$ cat src/include/tw_defs.vh
`ifndef TW_DEFS_VH
`define TW_DEFS_VH

// ****************************************
// register byte offsets
// ****************************************
`define TW_OFS_STOPPED 12'h104
`define TW_OFS_RX_BYTE 12'h108
`define TW_OFS_TX_BYTE 12'h11c
`define TW_OFS_ERROR 12'h124
`define TW_OFS_BOUNDARY 12'h138
`define TW_OFS_HOLD 12'h148
`define TW_OFS_LINKS 12'h200
`define TW_OFS_IRQ_SET 12'h304
`define TW_OFS_IRQ_CLR 12'h308

// ****************************************
// event bit positions
// ****************************************
`define TW_NUM_EV 6
`define TW_EV_STOPPED 0
`define TW_EV_RX_BYTE 1
`define TW_EV_TX_BYTE 2
`define TW_EV_ERROR 3
`define TW_EV_BOUNDARY 4
`define TW_EV_HOLD 5

// ****************************************
// link bits and reset values
// ****************************************
`define TW_LINK_HOLD 0
`define TW_LINK_HALT 1
`define TW_NUM_LINK 2
`define TW_RESET_WORD 32'h00000000
`define TW_SCL_IDLE 1'b1

`endif

$ cat src/rtl/tw_sync.v
`timescale 1ns/1ps
`default_nettype none
`include "tw_defs.vh"

// ****************************************
// three-stage pin synchroniser
// ****************************************
module tw_sync
(
	// clock and control
	input wire clk_i,
	input wire rst_i,
	input wire ce_i,
	// pin and result
	input wire pin_i,
	output reg level_o
);

reg stage1;
reg stage2;
reg stage3;

// stage1 feeds only stage2 so metastability cannot leak
always @(posedge clk_i)
begin
	if (rst_i)
	begin
		stage1 <= `TW_SCL_IDLE;
		stage2 <= `TW_SCL_IDLE;
		stage3 <= `TW_SCL_IDLE;
		level_o <= `TW_SCL_IDLE;
	end
	else if (ce_i)
	begin
		stage1 <= pin_i;
		stage2 <= stage1;
		stage3 <= stage2;
		if (stage2 == stage3)
			level_o <= stage3;
	end
end

endmodule // tw_sync

`default_nettype wire

$ cat src/rtl/tw_event_regs.v
// Register access over Wishbone was chosen for this implementation.
`timescale 1ns/1ps
`default_nettype none
`include "tw_defs.vh"

module tw_event_regs
(
	// clock, reset, enable
	input wire clk_i,
	input wire rst_i,
	input wire ce_i,
	// wishbone slave
	input wire wb_cyc_i,
	input wire wb_stb_i,
	input wire wb_we_i,
	input wire [11:0] wb_adr_i,
	input wire [3:0] wb_sel_i,
	input wire [31:0] wb_dat_i,
	output reg wb_ack_o,
	output reg [31:0] wb_dat_o,
	// event pulses from the shift engine
	input wire stop_done_i,
	input wire rx_byte_i,
	input wire tx_byte_i,
	input wire bus_error_i,
	input wire byte_boundary_i,
	// engine status
	input wire read_mode_i,
	input wire ack_slot_i,
	// task pulses from the task registers
	input wire task_stop_i,
	input wire task_suspend_i,
	input wire task_resume_i,
	// link clock pin
	input wire scl_i,
	// outputs to engine and cpu
	output reg stop_req_o,
	output reg hold_o,
	output wire irq_o
);

// ****************************************
// state encoding
// ****************************************
localparam ST_RUN = 2'b00;
localparam ST_ARMED = 2'b01;
localparam ST_HELD = 2'b10;

// ****************************************
// declarations
// ****************************************
reg [`TW_NUM_EV-1:0] ev_flag;
reg [`TW_NUM_EV-1:0] irq_en;
reg [`TW_NUM_LINK-1:0] links;
reg [1:0] state;
reg [1:0] next_state;
reg scl_prev;
reg [31:0] next_rdata;
reg [`TW_NUM_EV-1:0] ev_hit;
reg [`TW_NUM_EV-1:0] ev_wsel;
wire scl_level;
wire scl_fall;
wire req;
wire wr_commit;
wire suspend_trig;
wire stop_trig;
wire hold_event;
integer i;

// ****************************************
// link clock sampling
// ****************************************
tw_sync u_scl_sync
(
	.clk_i(clk_i),
	.rst_i(rst_i),
	.ce_i(ce_i),
	.pin_i(scl_i),
	.level_o(scl_level)
);

always @(posedge clk_i)
begin
	if (rst_i)
		scl_prev <= `TW_SCL_IDLE;
	else if (ce_i)
		scl_prev <= scl_level;
end

// falling scl closes the ack bit
assign scl_fall = scl_prev & ~scl_level;

// ****************************************
// bus handshake
// ****************************************
assign req = wb_cyc_i & wb_stb_i;
// writes land on the edge the master samples ack
assign wr_commit = wb_ack_o & req & wb_we_i & wb_sel_i[0];

always @(posedge clk_i)
begin
	if (rst_i)
		wb_ack_o <= 1'b0;
	else if (ce_i)
		wb_ack_o <= req & ~wb_ack_o;
end

// ****************************************
// task triggers and shortcuts
// ****************************************
assign suspend_trig = task_suspend_i | (byte_boundary_i & links[`TW_LINK_HOLD]);
assign stop_trig = task_stop_i | (byte_boundary_i & links[`TW_LINK_HALT]);

// suspension only bites at the end of a read ack bit
assign hold_event = (state == ST_ARMED) & read_mode_i & ack_slot_i & scl_fall;

always @*
begin
	next_state = state;
	case (state)
		ST_RUN:
		begin
			if (suspend_trig & ~stop_trig)
				next_state = ST_ARMED;
		end
		ST_ARMED:
		begin
			if (stop_trig | task_resume_i)
				next_state = ST_RUN;
			else if (hold_event)
				next_state = ST_HELD;
		end
		ST_HELD:
		begin
			// resume continues, stop abandons the paused transfer
			if (task_resume_i | stop_trig)
				next_state = ST_RUN;
		end
		default:
			next_state = ST_RUN;
	endcase
end

always @(posedge clk_i)
begin
	if (rst_i)
	begin
		state <= ST_RUN;
		hold_o <= 1'b0;
		stop_req_o <= 1'b0;
	end
	else if (ce_i)
	begin
		state <= next_state;
		hold_o <= (next_state == ST_HELD);
		stop_req_o <= stop_trig;
	end
end

// ****************************************
// event flags
// ****************************************
always @*
begin
	ev_hit = {`TW_NUM_EV{1'b0}};
	ev_hit[`TW_EV_STOPPED] = stop_done_i;
	ev_hit[`TW_EV_RX_BYTE] = rx_byte_i;
	ev_hit[`TW_EV_TX_BYTE] = tx_byte_i;
	ev_hit[`TW_EV_ERROR] = bus_error_i;
	ev_hit[`TW_EV_BOUNDARY] = byte_boundary_i;
	ev_hit[`TW_EV_HOLD] = hold_event;
end

always @*
begin
	ev_wsel = {`TW_NUM_EV{1'b0}};
	case (wb_adr_i)
		`TW_OFS_STOPPED: ev_wsel[`TW_EV_STOPPED] = 1'b1;
		`TW_OFS_RX_BYTE: ev_wsel[`TW_EV_RX_BYTE] = 1'b1;
		`TW_OFS_TX_BYTE: ev_wsel[`TW_EV_TX_BYTE] = 1'b1;
		`TW_OFS_ERROR: ev_wsel[`TW_EV_ERROR] = 1'b1;
		`TW_OFS_BOUNDARY: ev_wsel[`TW_EV_BOUNDARY] = 1'b1;
		`TW_OFS_HOLD: ev_wsel[`TW_EV_HOLD] = 1'b1;
		default: ev_wsel = {`TW_NUM_EV{1'b0}};
	endcase
end

// a new event beats a software write in the same cycle
always @(posedge clk_i)
begin
	if (rst_i)
		ev_flag <= {`TW_NUM_EV{1'b0}};
	else if (ce_i)
	begin
		for (i = 0; i < `TW_NUM_EV; i = i + 1)
		begin
			if (ev_hit[i])
				ev_flag[i] <= 1'b1;
			else if (wr_commit & ev_wsel[i])
				ev_flag[i] <= wb_dat_i[0];
		end
	end
end

// ****************************************
// links and interrupt enables
// ****************************************
always @(posedge clk_i)
begin
	if (rst_i)
	begin
		links <= {`TW_NUM_LINK{1'b0}};
		irq_en <= {`TW_NUM_EV{1'b0}};
	end
	else if (ce_i)
	begin
		if (wr_commit & (wb_adr_i == `TW_OFS_LINKS))
			links <= wb_dat_i[`TW_NUM_LINK-1:0];
		if (wr_commit & (wb_adr_i == `TW_OFS_IRQ_SET))
			irq_en <= irq_en | wb_dat_i[`TW_NUM_EV-1:0];
		else if (wr_commit & (wb_adr_i == `TW_OFS_IRQ_CLR))
			irq_en <= irq_en & ~wb_dat_i[`TW_NUM_EV-1:0];
	end
end

assign irq_o = |(ev_flag & irq_en);

// ****************************************
// read mux
// ****************************************
always @*
begin
	next_rdata = `TW_RESET_WORD;
	case (wb_adr_i)
		`TW_OFS_STOPPED: next_rdata[0] = ev_flag[`TW_EV_STOPPED];
		`TW_OFS_RX_BYTE: next_rdata[0] = ev_flag[`TW_EV_RX_BYTE];
		`TW_OFS_TX_BYTE: next_rdata[0] = ev_flag[`TW_EV_TX_BYTE];
		`TW_OFS_ERROR: next_rdata[0] = ev_flag[`TW_EV_ERROR];
		`TW_OFS_BOUNDARY: next_rdata[0] = ev_flag[`TW_EV_BOUNDARY];
		`TW_OFS_HOLD: next_rdata[0] = ev_flag[`TW_EV_HOLD];
		`TW_OFS_LINKS: next_rdata[`TW_NUM_LINK-1:0] = links;
		`TW_OFS_IRQ_SET: next_rdata[`TW_NUM_EV-1:0] = irq_en;
		`TW_OFS_IRQ_CLR: next_rdata[`TW_NUM_EV-1:0] = irq_en;
		default: next_rdata = `TW_RESET_WORD;
	endcase
end

// data captured with ack so it stands for the whole ack cycle
always @(posedge clk_i)
begin
	if (rst_i)
		wb_dat_o <= `TW_RESET_WORD;
	else if (ce_i & req & ~wb_ack_o)
		wb_dat_o <= next_rdata;
end

endmodule // tw_event_regs

`default_nettype wire

$ cat config.mk
export PLATFORM = sky130hd
export DESIGN_NAME = tw_event_regs
export DESIGN_NICKNAME = d
export VERILOG_FILES = /design/src/rtl/tw_sync.v /design/src/rtl/tw_event_regs.v
export VERILOG_INCLUDE_DIRS = /design/src /design/src/include
export SDC_FILE = /design/constraint.sdc
export NUM_CORES = 1
export LEC_CHECK = 0
export BUFFER_PORTS_ARGS = -buffer_cell sky130_fd_sc_hd__buf_4
export CAP_MARGIN = 20
export CORE_ASPECT_RATIO = 1.5
export CORE_MARGIN = 2
export CORE_UTILIZATION = 45
export CTS_BUF_LIST = sky130_fd_sc_hd__clkbuf_4
export DETAILED_ROUTE_END_ITERATION = 8
export GPL_TIMING_DRIVEN = 0
export PLACE_DENSITY = 0.82
export SYNTH_ARGS = -nofsm -noshare
export SYNTH_HDL_FRONTEND = slang
export SYNTH_HIERARCHICAL = 1
export SYNTH_SLANG_ARGS = --single-unit
$ cat constraint.sdc
create_clock -name clk_i -period 2.02 [get_ports clk_i]
set_input_delay 0.101 -clock clk_i [delete_from_list [all_inputs] [get_ports clk_i]]
set_output_delay 0.101 -clock clk_i [all_outputs]
set_load 0.05 [all_outputs]
### Word-level counts from Yosys, hierarchy flattened

Index checks and enable logic that the tools add are counted.

| word-level totals | value |
|---|---|
| output and inout port bits | 36 |
| register bits after elaboration | 30 |
| word-level logic and storage cells | 111 |
| bits of input ports | 65 |

| operators by class | value |
|---|---|
| reduce and logical (&&, ||, !) cells | 19 |
| multiplexer cells | 28 |
| eq/ne operators | 13 |
| bitwise logic cells | 33 |

Operators with widths:

| cell | count |
|---|---|
| equality test 12 x 9 -> 1 bit (second input constant) | 6 |
| equality test 12 x 10 -> 1 bit (second input constant) | 3 |
| bitwise AND 1 bit | 23 |
| 2-to-1 mux 1 bit | 18 |
| AND reduction 2 bit | 9 |
| nonzero test 2 bit | 7 |
| bitwise AND 6 bit | 2 |
| 2-to-1 mux 6 bit | 2 |
| 2-to-1 mux 2 bit | 4 |
| case mux 1 bit (8 select lines) | 1 |
| NOT 6 bit | 1 |
| bitwise OR 6 bit | 1 |
| case mux 2 bit (3 select lines) | 1 |
| OR reduction 6 bit | 1 |
| equality test 2 bit (second input constant) | 2 |
| 2-to-1 mux 4 bit | 1 |
| NOT 1 bit | 3 |
| bitwise OR 1 bit | 3 |
| equality test 2 x 1 -> 1 bit (second input constant) | 1 |
| logical NOT 2 bit | 1 |
| case mux 1 bit (2 select lines) | 1 |
| OR reduction 2 bit | 1 |
| equality test 1 bit | 1 |

### Logic depth before layout (Yosys ltp)

| logic depth | value |
|---|---|
| depth after elaboration | 8 |
| mapped depth | 7 |
| depth with buffers taken out | 5 |

### Modules after synthesis

Netlist, hierarchy kept.

By module, submodules not included:

| module | instances | sequential area each (µm²) | cells each | area each (µm²) |
|---|---|---|---|---|
| tw_event_regs | 1 | 520.5 | 197 | 1621.6 |
| tw_sync | 1 | 80.1 | 15 | 147.6 |

### Least setup slack after synthesis

Ideal clock, no wire load.

| timing | value |
|---|---|
| path kind | register to register |
| from | register wb_ack_o |
| to | register ev_flag[4] |
| period minus slack after synthesis | 1924 ps |
| setup time | 95 ps |
| arrival time | 1828 ps |
| data required time | 1925 ps |
| cell stages (with the launch flop) | 6 |
| slack | 96 ps |
| path buffers | 0 |
| cell sequence | dfxtp_1 > nand3_1 > or2_2 > nor4_1 > o21ai_0 > a221oi_1 |

| on the way | value |
|---|---|
| word-level cells in the longest chain between the ends | 6 |

RTL lines:

| what | RTL line | source |
|---|---|---|
| from (decl) | tw_event_regs.v:19 | `output reg wb_ack_o,` |
| from (signal assigned) | tw_event_regs.v:105 | `wb_ack_o <= req & ~wb_ack_o;` |
| bitwise AND 1 bit (3 in a row) | tw_event_regs.v:98 | `assign wr_commit = wb_ack_o & req & wb_we_i & wb_sel_i[0];` |
| bitwise AND 1 bit | tw_event_regs.v:199 | `else if (wr_commit & ev_wsel[i])` |
| nonzero test 2 bit (no line) | n/a |  |
| AND reduction 2 bit (no line) | n/a |  |
| to (signal assigned) | tw_event_regs.v:192 | `` ev_flag <= {`TW_NUM_EV{1'b0}}; `` |
| to (signal, indexed assignment) | tw_event_regs.v:200 | `ev_flag[i] <= wb_dat_i[0];` |
| to (decl) | tw_event_regs.v:52 | `` reg [`TW_NUM_EV-1:0] ev_flag; `` |

Every way passes these cells.
A chain may end at the register's enable or synchronous reset.

### Final worst setup path

Ends and elaborated chain as after synthesis.

==> metrics.cfg <==
[run_status]
status = complete, no violations

[critical_path]
arrival_ps = 2040
crit_path_end_kind = register
timing.rr.start = wb_ack_o
critPathLaunchType = register
ff2ff_path_depth = 5
ff2ff_setup_slack_ps = 230
worstPathRequired_ps = 2270
crit_type = register to register
worstPathMaxFanout = 5
timing.rr.end = ev_flag[4]

[grt]
grt_pass1_wl_um = 7130
grt_pass1_vias = 1634
antenna_found_initial = 0
overflow = 0
grt_usage_pct = 22.2
grt_max_degree = 11

[logic_synthesis]
synthFlopType = dfxtp_1
seq_area_frac_synth_pct = 33.9
yosys.area.top_type = dfxtp_1
syn_area_um2 = 1770
synth_edf_count = 0
synth_xor_area_share_pct = 0.495
ys_ff_latch = 30
synth-compound-area-share_pct = 22.6
synth_top_family_by_area = simple AND/OR/NAND/NOR gates
synthMuxAreaShare_pct = 0.636
synth.most_common_cell = dfxtp_1
synthCells = 212
synth_common_cells = 30 x dfxtp_1, 26 x buf_4, 22 x a21oi_1, 15 x nor2_1
synth_cell_types = 48
yosys_warnings = 6
yosys.area_share.simple_pct = 27.7
syn_avg_cell_area_um2 = 8.35
synth.top_cells.by_area = dfxtp_1 34%, buf_4 11%, a21oi_1 6.2%, nand2b_1 4.2%, nor2_1 3.2%
synth_fa_ha_area_share_pct = 0
async_flop_share_pct = 0
yosysTopAreaCellShare_pct = 33.9

[min_path]
hold-path-endpoint = u_scl_sync/stage3
hold_class = input port to register
min_from = ce_i
holdPathStages = 2

[layout]
area_delta_synth_final_pct = 36.1
post-route-util_pct = 64.8
final_cells = 342
antenna_cells = 0
final_nets = 363
drive_gt1_share_pct = 29.4
fillers = 347

[detailed_routing]
ant_nets = 0
wire_per_inst_um = 13.5
viasPerCell = 5.42
drcViolationCount = 0
first_pass_iters = 5
drt_iter0_drc = 42
vias = 1854
wl_um = 4610

[floorplanning]
die_y_um = 80.8
dieArea_um2 = 4460
start_util_pct = 47.6
core_um2 = 3720
die_x_um = 55.2
rows = 27
ios = 101

[power_and_ir_drop]
powerDensity_nw_per_um2 = 546
power_leakage_nw = 1.04
max-vdd-ir-drop_v = 0.000588

[clocking]
clk_pin_slew_ps = 90
cts_made_buffers = 5
clk_path_buf_depth = 2
worstSkewPairLatency_ps = 340
clockRootBuffer = clkbuf_4
ctsHtreeMaxLevel = 2
clock_sinks = 30
cts_tree = yes

[sta]
hold_ws_ps = 19.9
tightest_slew_ps = 620
timing.final.hold_violations = 0
relSlewSlack_pct = 58.3
fmax_mhz = 559
period_needed_ps = 1790
final_max_slew_viol_count = 0
setup_slack_ps = 232
timing.final.crit_share_pct = 88.5
finClkSkew_ps = 13.3
setup_viol = 0
rsz0062_at_grt = false

[place]
placed_cells = 324
gp_congestion = 0.863
port_buffers = 44
dpl.hpwl_um = 3410
place_ws_ps = -71.4

[job]
drv_cap = 0

## per-layer routing
| layer | vias up | global-route usage, % | routed length [um] |
|---|---|---|---|
| met5 | - | 0 | 0 |
| li1 | 903 | - | - |
| met2 | 88 | 39.9 | 2430 |
| met1 | 848 | 22.4 | 1670 |
| met3 | 15 | 5.33 | 364 |
| met4 | 0 | 12.0 | 150 |
## critical path: stages, from the launching register on
cell and delay [ps]:
dfxtp_1 410, nand3_1 170, or2_2 340, nor4_1 390, o21ai_0 140, a221oi_1 250
## cells in the final DEF (no fill, tap or decap), types with 4 or more instances in the layout
cell type      count
nor2_1            15
a211oi_1           4
conb_1            26
nor2b_1            4
a221oi_1           4
clkbuf_4           6
nand2_1           12
dfxtp_1           30
nand3_1           10
nor3_1             5
a31o_1             6
dlygate4sd3_1     10
a21oi_1           22
nand2b_1          12
buf_4             70
clkbuf_1           6
## kinds of logic (layout without fill, tap and decap cells)
family                 after synthesis  after routing
multiplexers                         1              1
buffers and inverters               37             99
AO/OA/AOI/OAI                       59             59
AND/OR/NAND/NOR                     83             83
other                                1             26
XOR/XNOR                             1              1
flip-flops                          30             30
## cell type report
class | count | area, um^2 | area share, %
plain buffers | 34 | 244 | 10.1
inverters | 3 | 11.3 | 0.468
repair buffers | 54 | 430 | 17.9
flip-flops and latches | 30 | 601 | 24.9
clock buffers | 6 | 45.0 | 1.87
well taps | 43 | 53.8 | 2.23
multi-input cells | 170 | 1010 | 42.1
clock inverters | 2 | 8.76 | 0.364
## power breakdown
part | internal [W] | leakage (nW) | switching, W
Combinational | 0.000135 | 0.759 | 0.000204
Sequential | 0.000608 | 0.244 | 0.0000149
Clock | 0.000144 | 0.0331 | 0.000208
Total | 0.000887 | 1.04 | 0.000427
## through the flow
stage / area [um^2] / setup TNS [ps] / total power, W
6_report: 2410 / 0 / 0.00131
5_1_grt: 2410 / 0 / 0.00137
4_1_cts: 2390 / 0 / 0.00131
3_5_place_dp: 2250 / -163 / 0.000954
3_3_place_gp: 2250 / -229 / 0.000950
2_1_floorplan: 1860 / 0 / 0.000863
## what timing repair did
action | in CTS | in global routing
gates resized for setup | 0 | 1
hold buffers | 9 | 1
hold endpoints to repair | 9 | 1
buffers inserted | 0 | 0
setup endpoints to repair | 0 | 6
## worst max-delay path by stage
stage                  start  depth (start not counted)  slack (ps)          end
finish              wb_ack_o                          5         230   ev_flag[4]
CTS                 wb_ack_o                          5         120     register
detailed placement      ce_i                          8         -70  wb_dat_o[0]
global placement        ce_i                          8        -100  wb_dat_o[0]
global route        wb_ack_o                          5          40   ev_flag[4]
floorplan           wb_ack_o                          5         100   ev_flag[4]
Power figures use the tool's default switching activity.
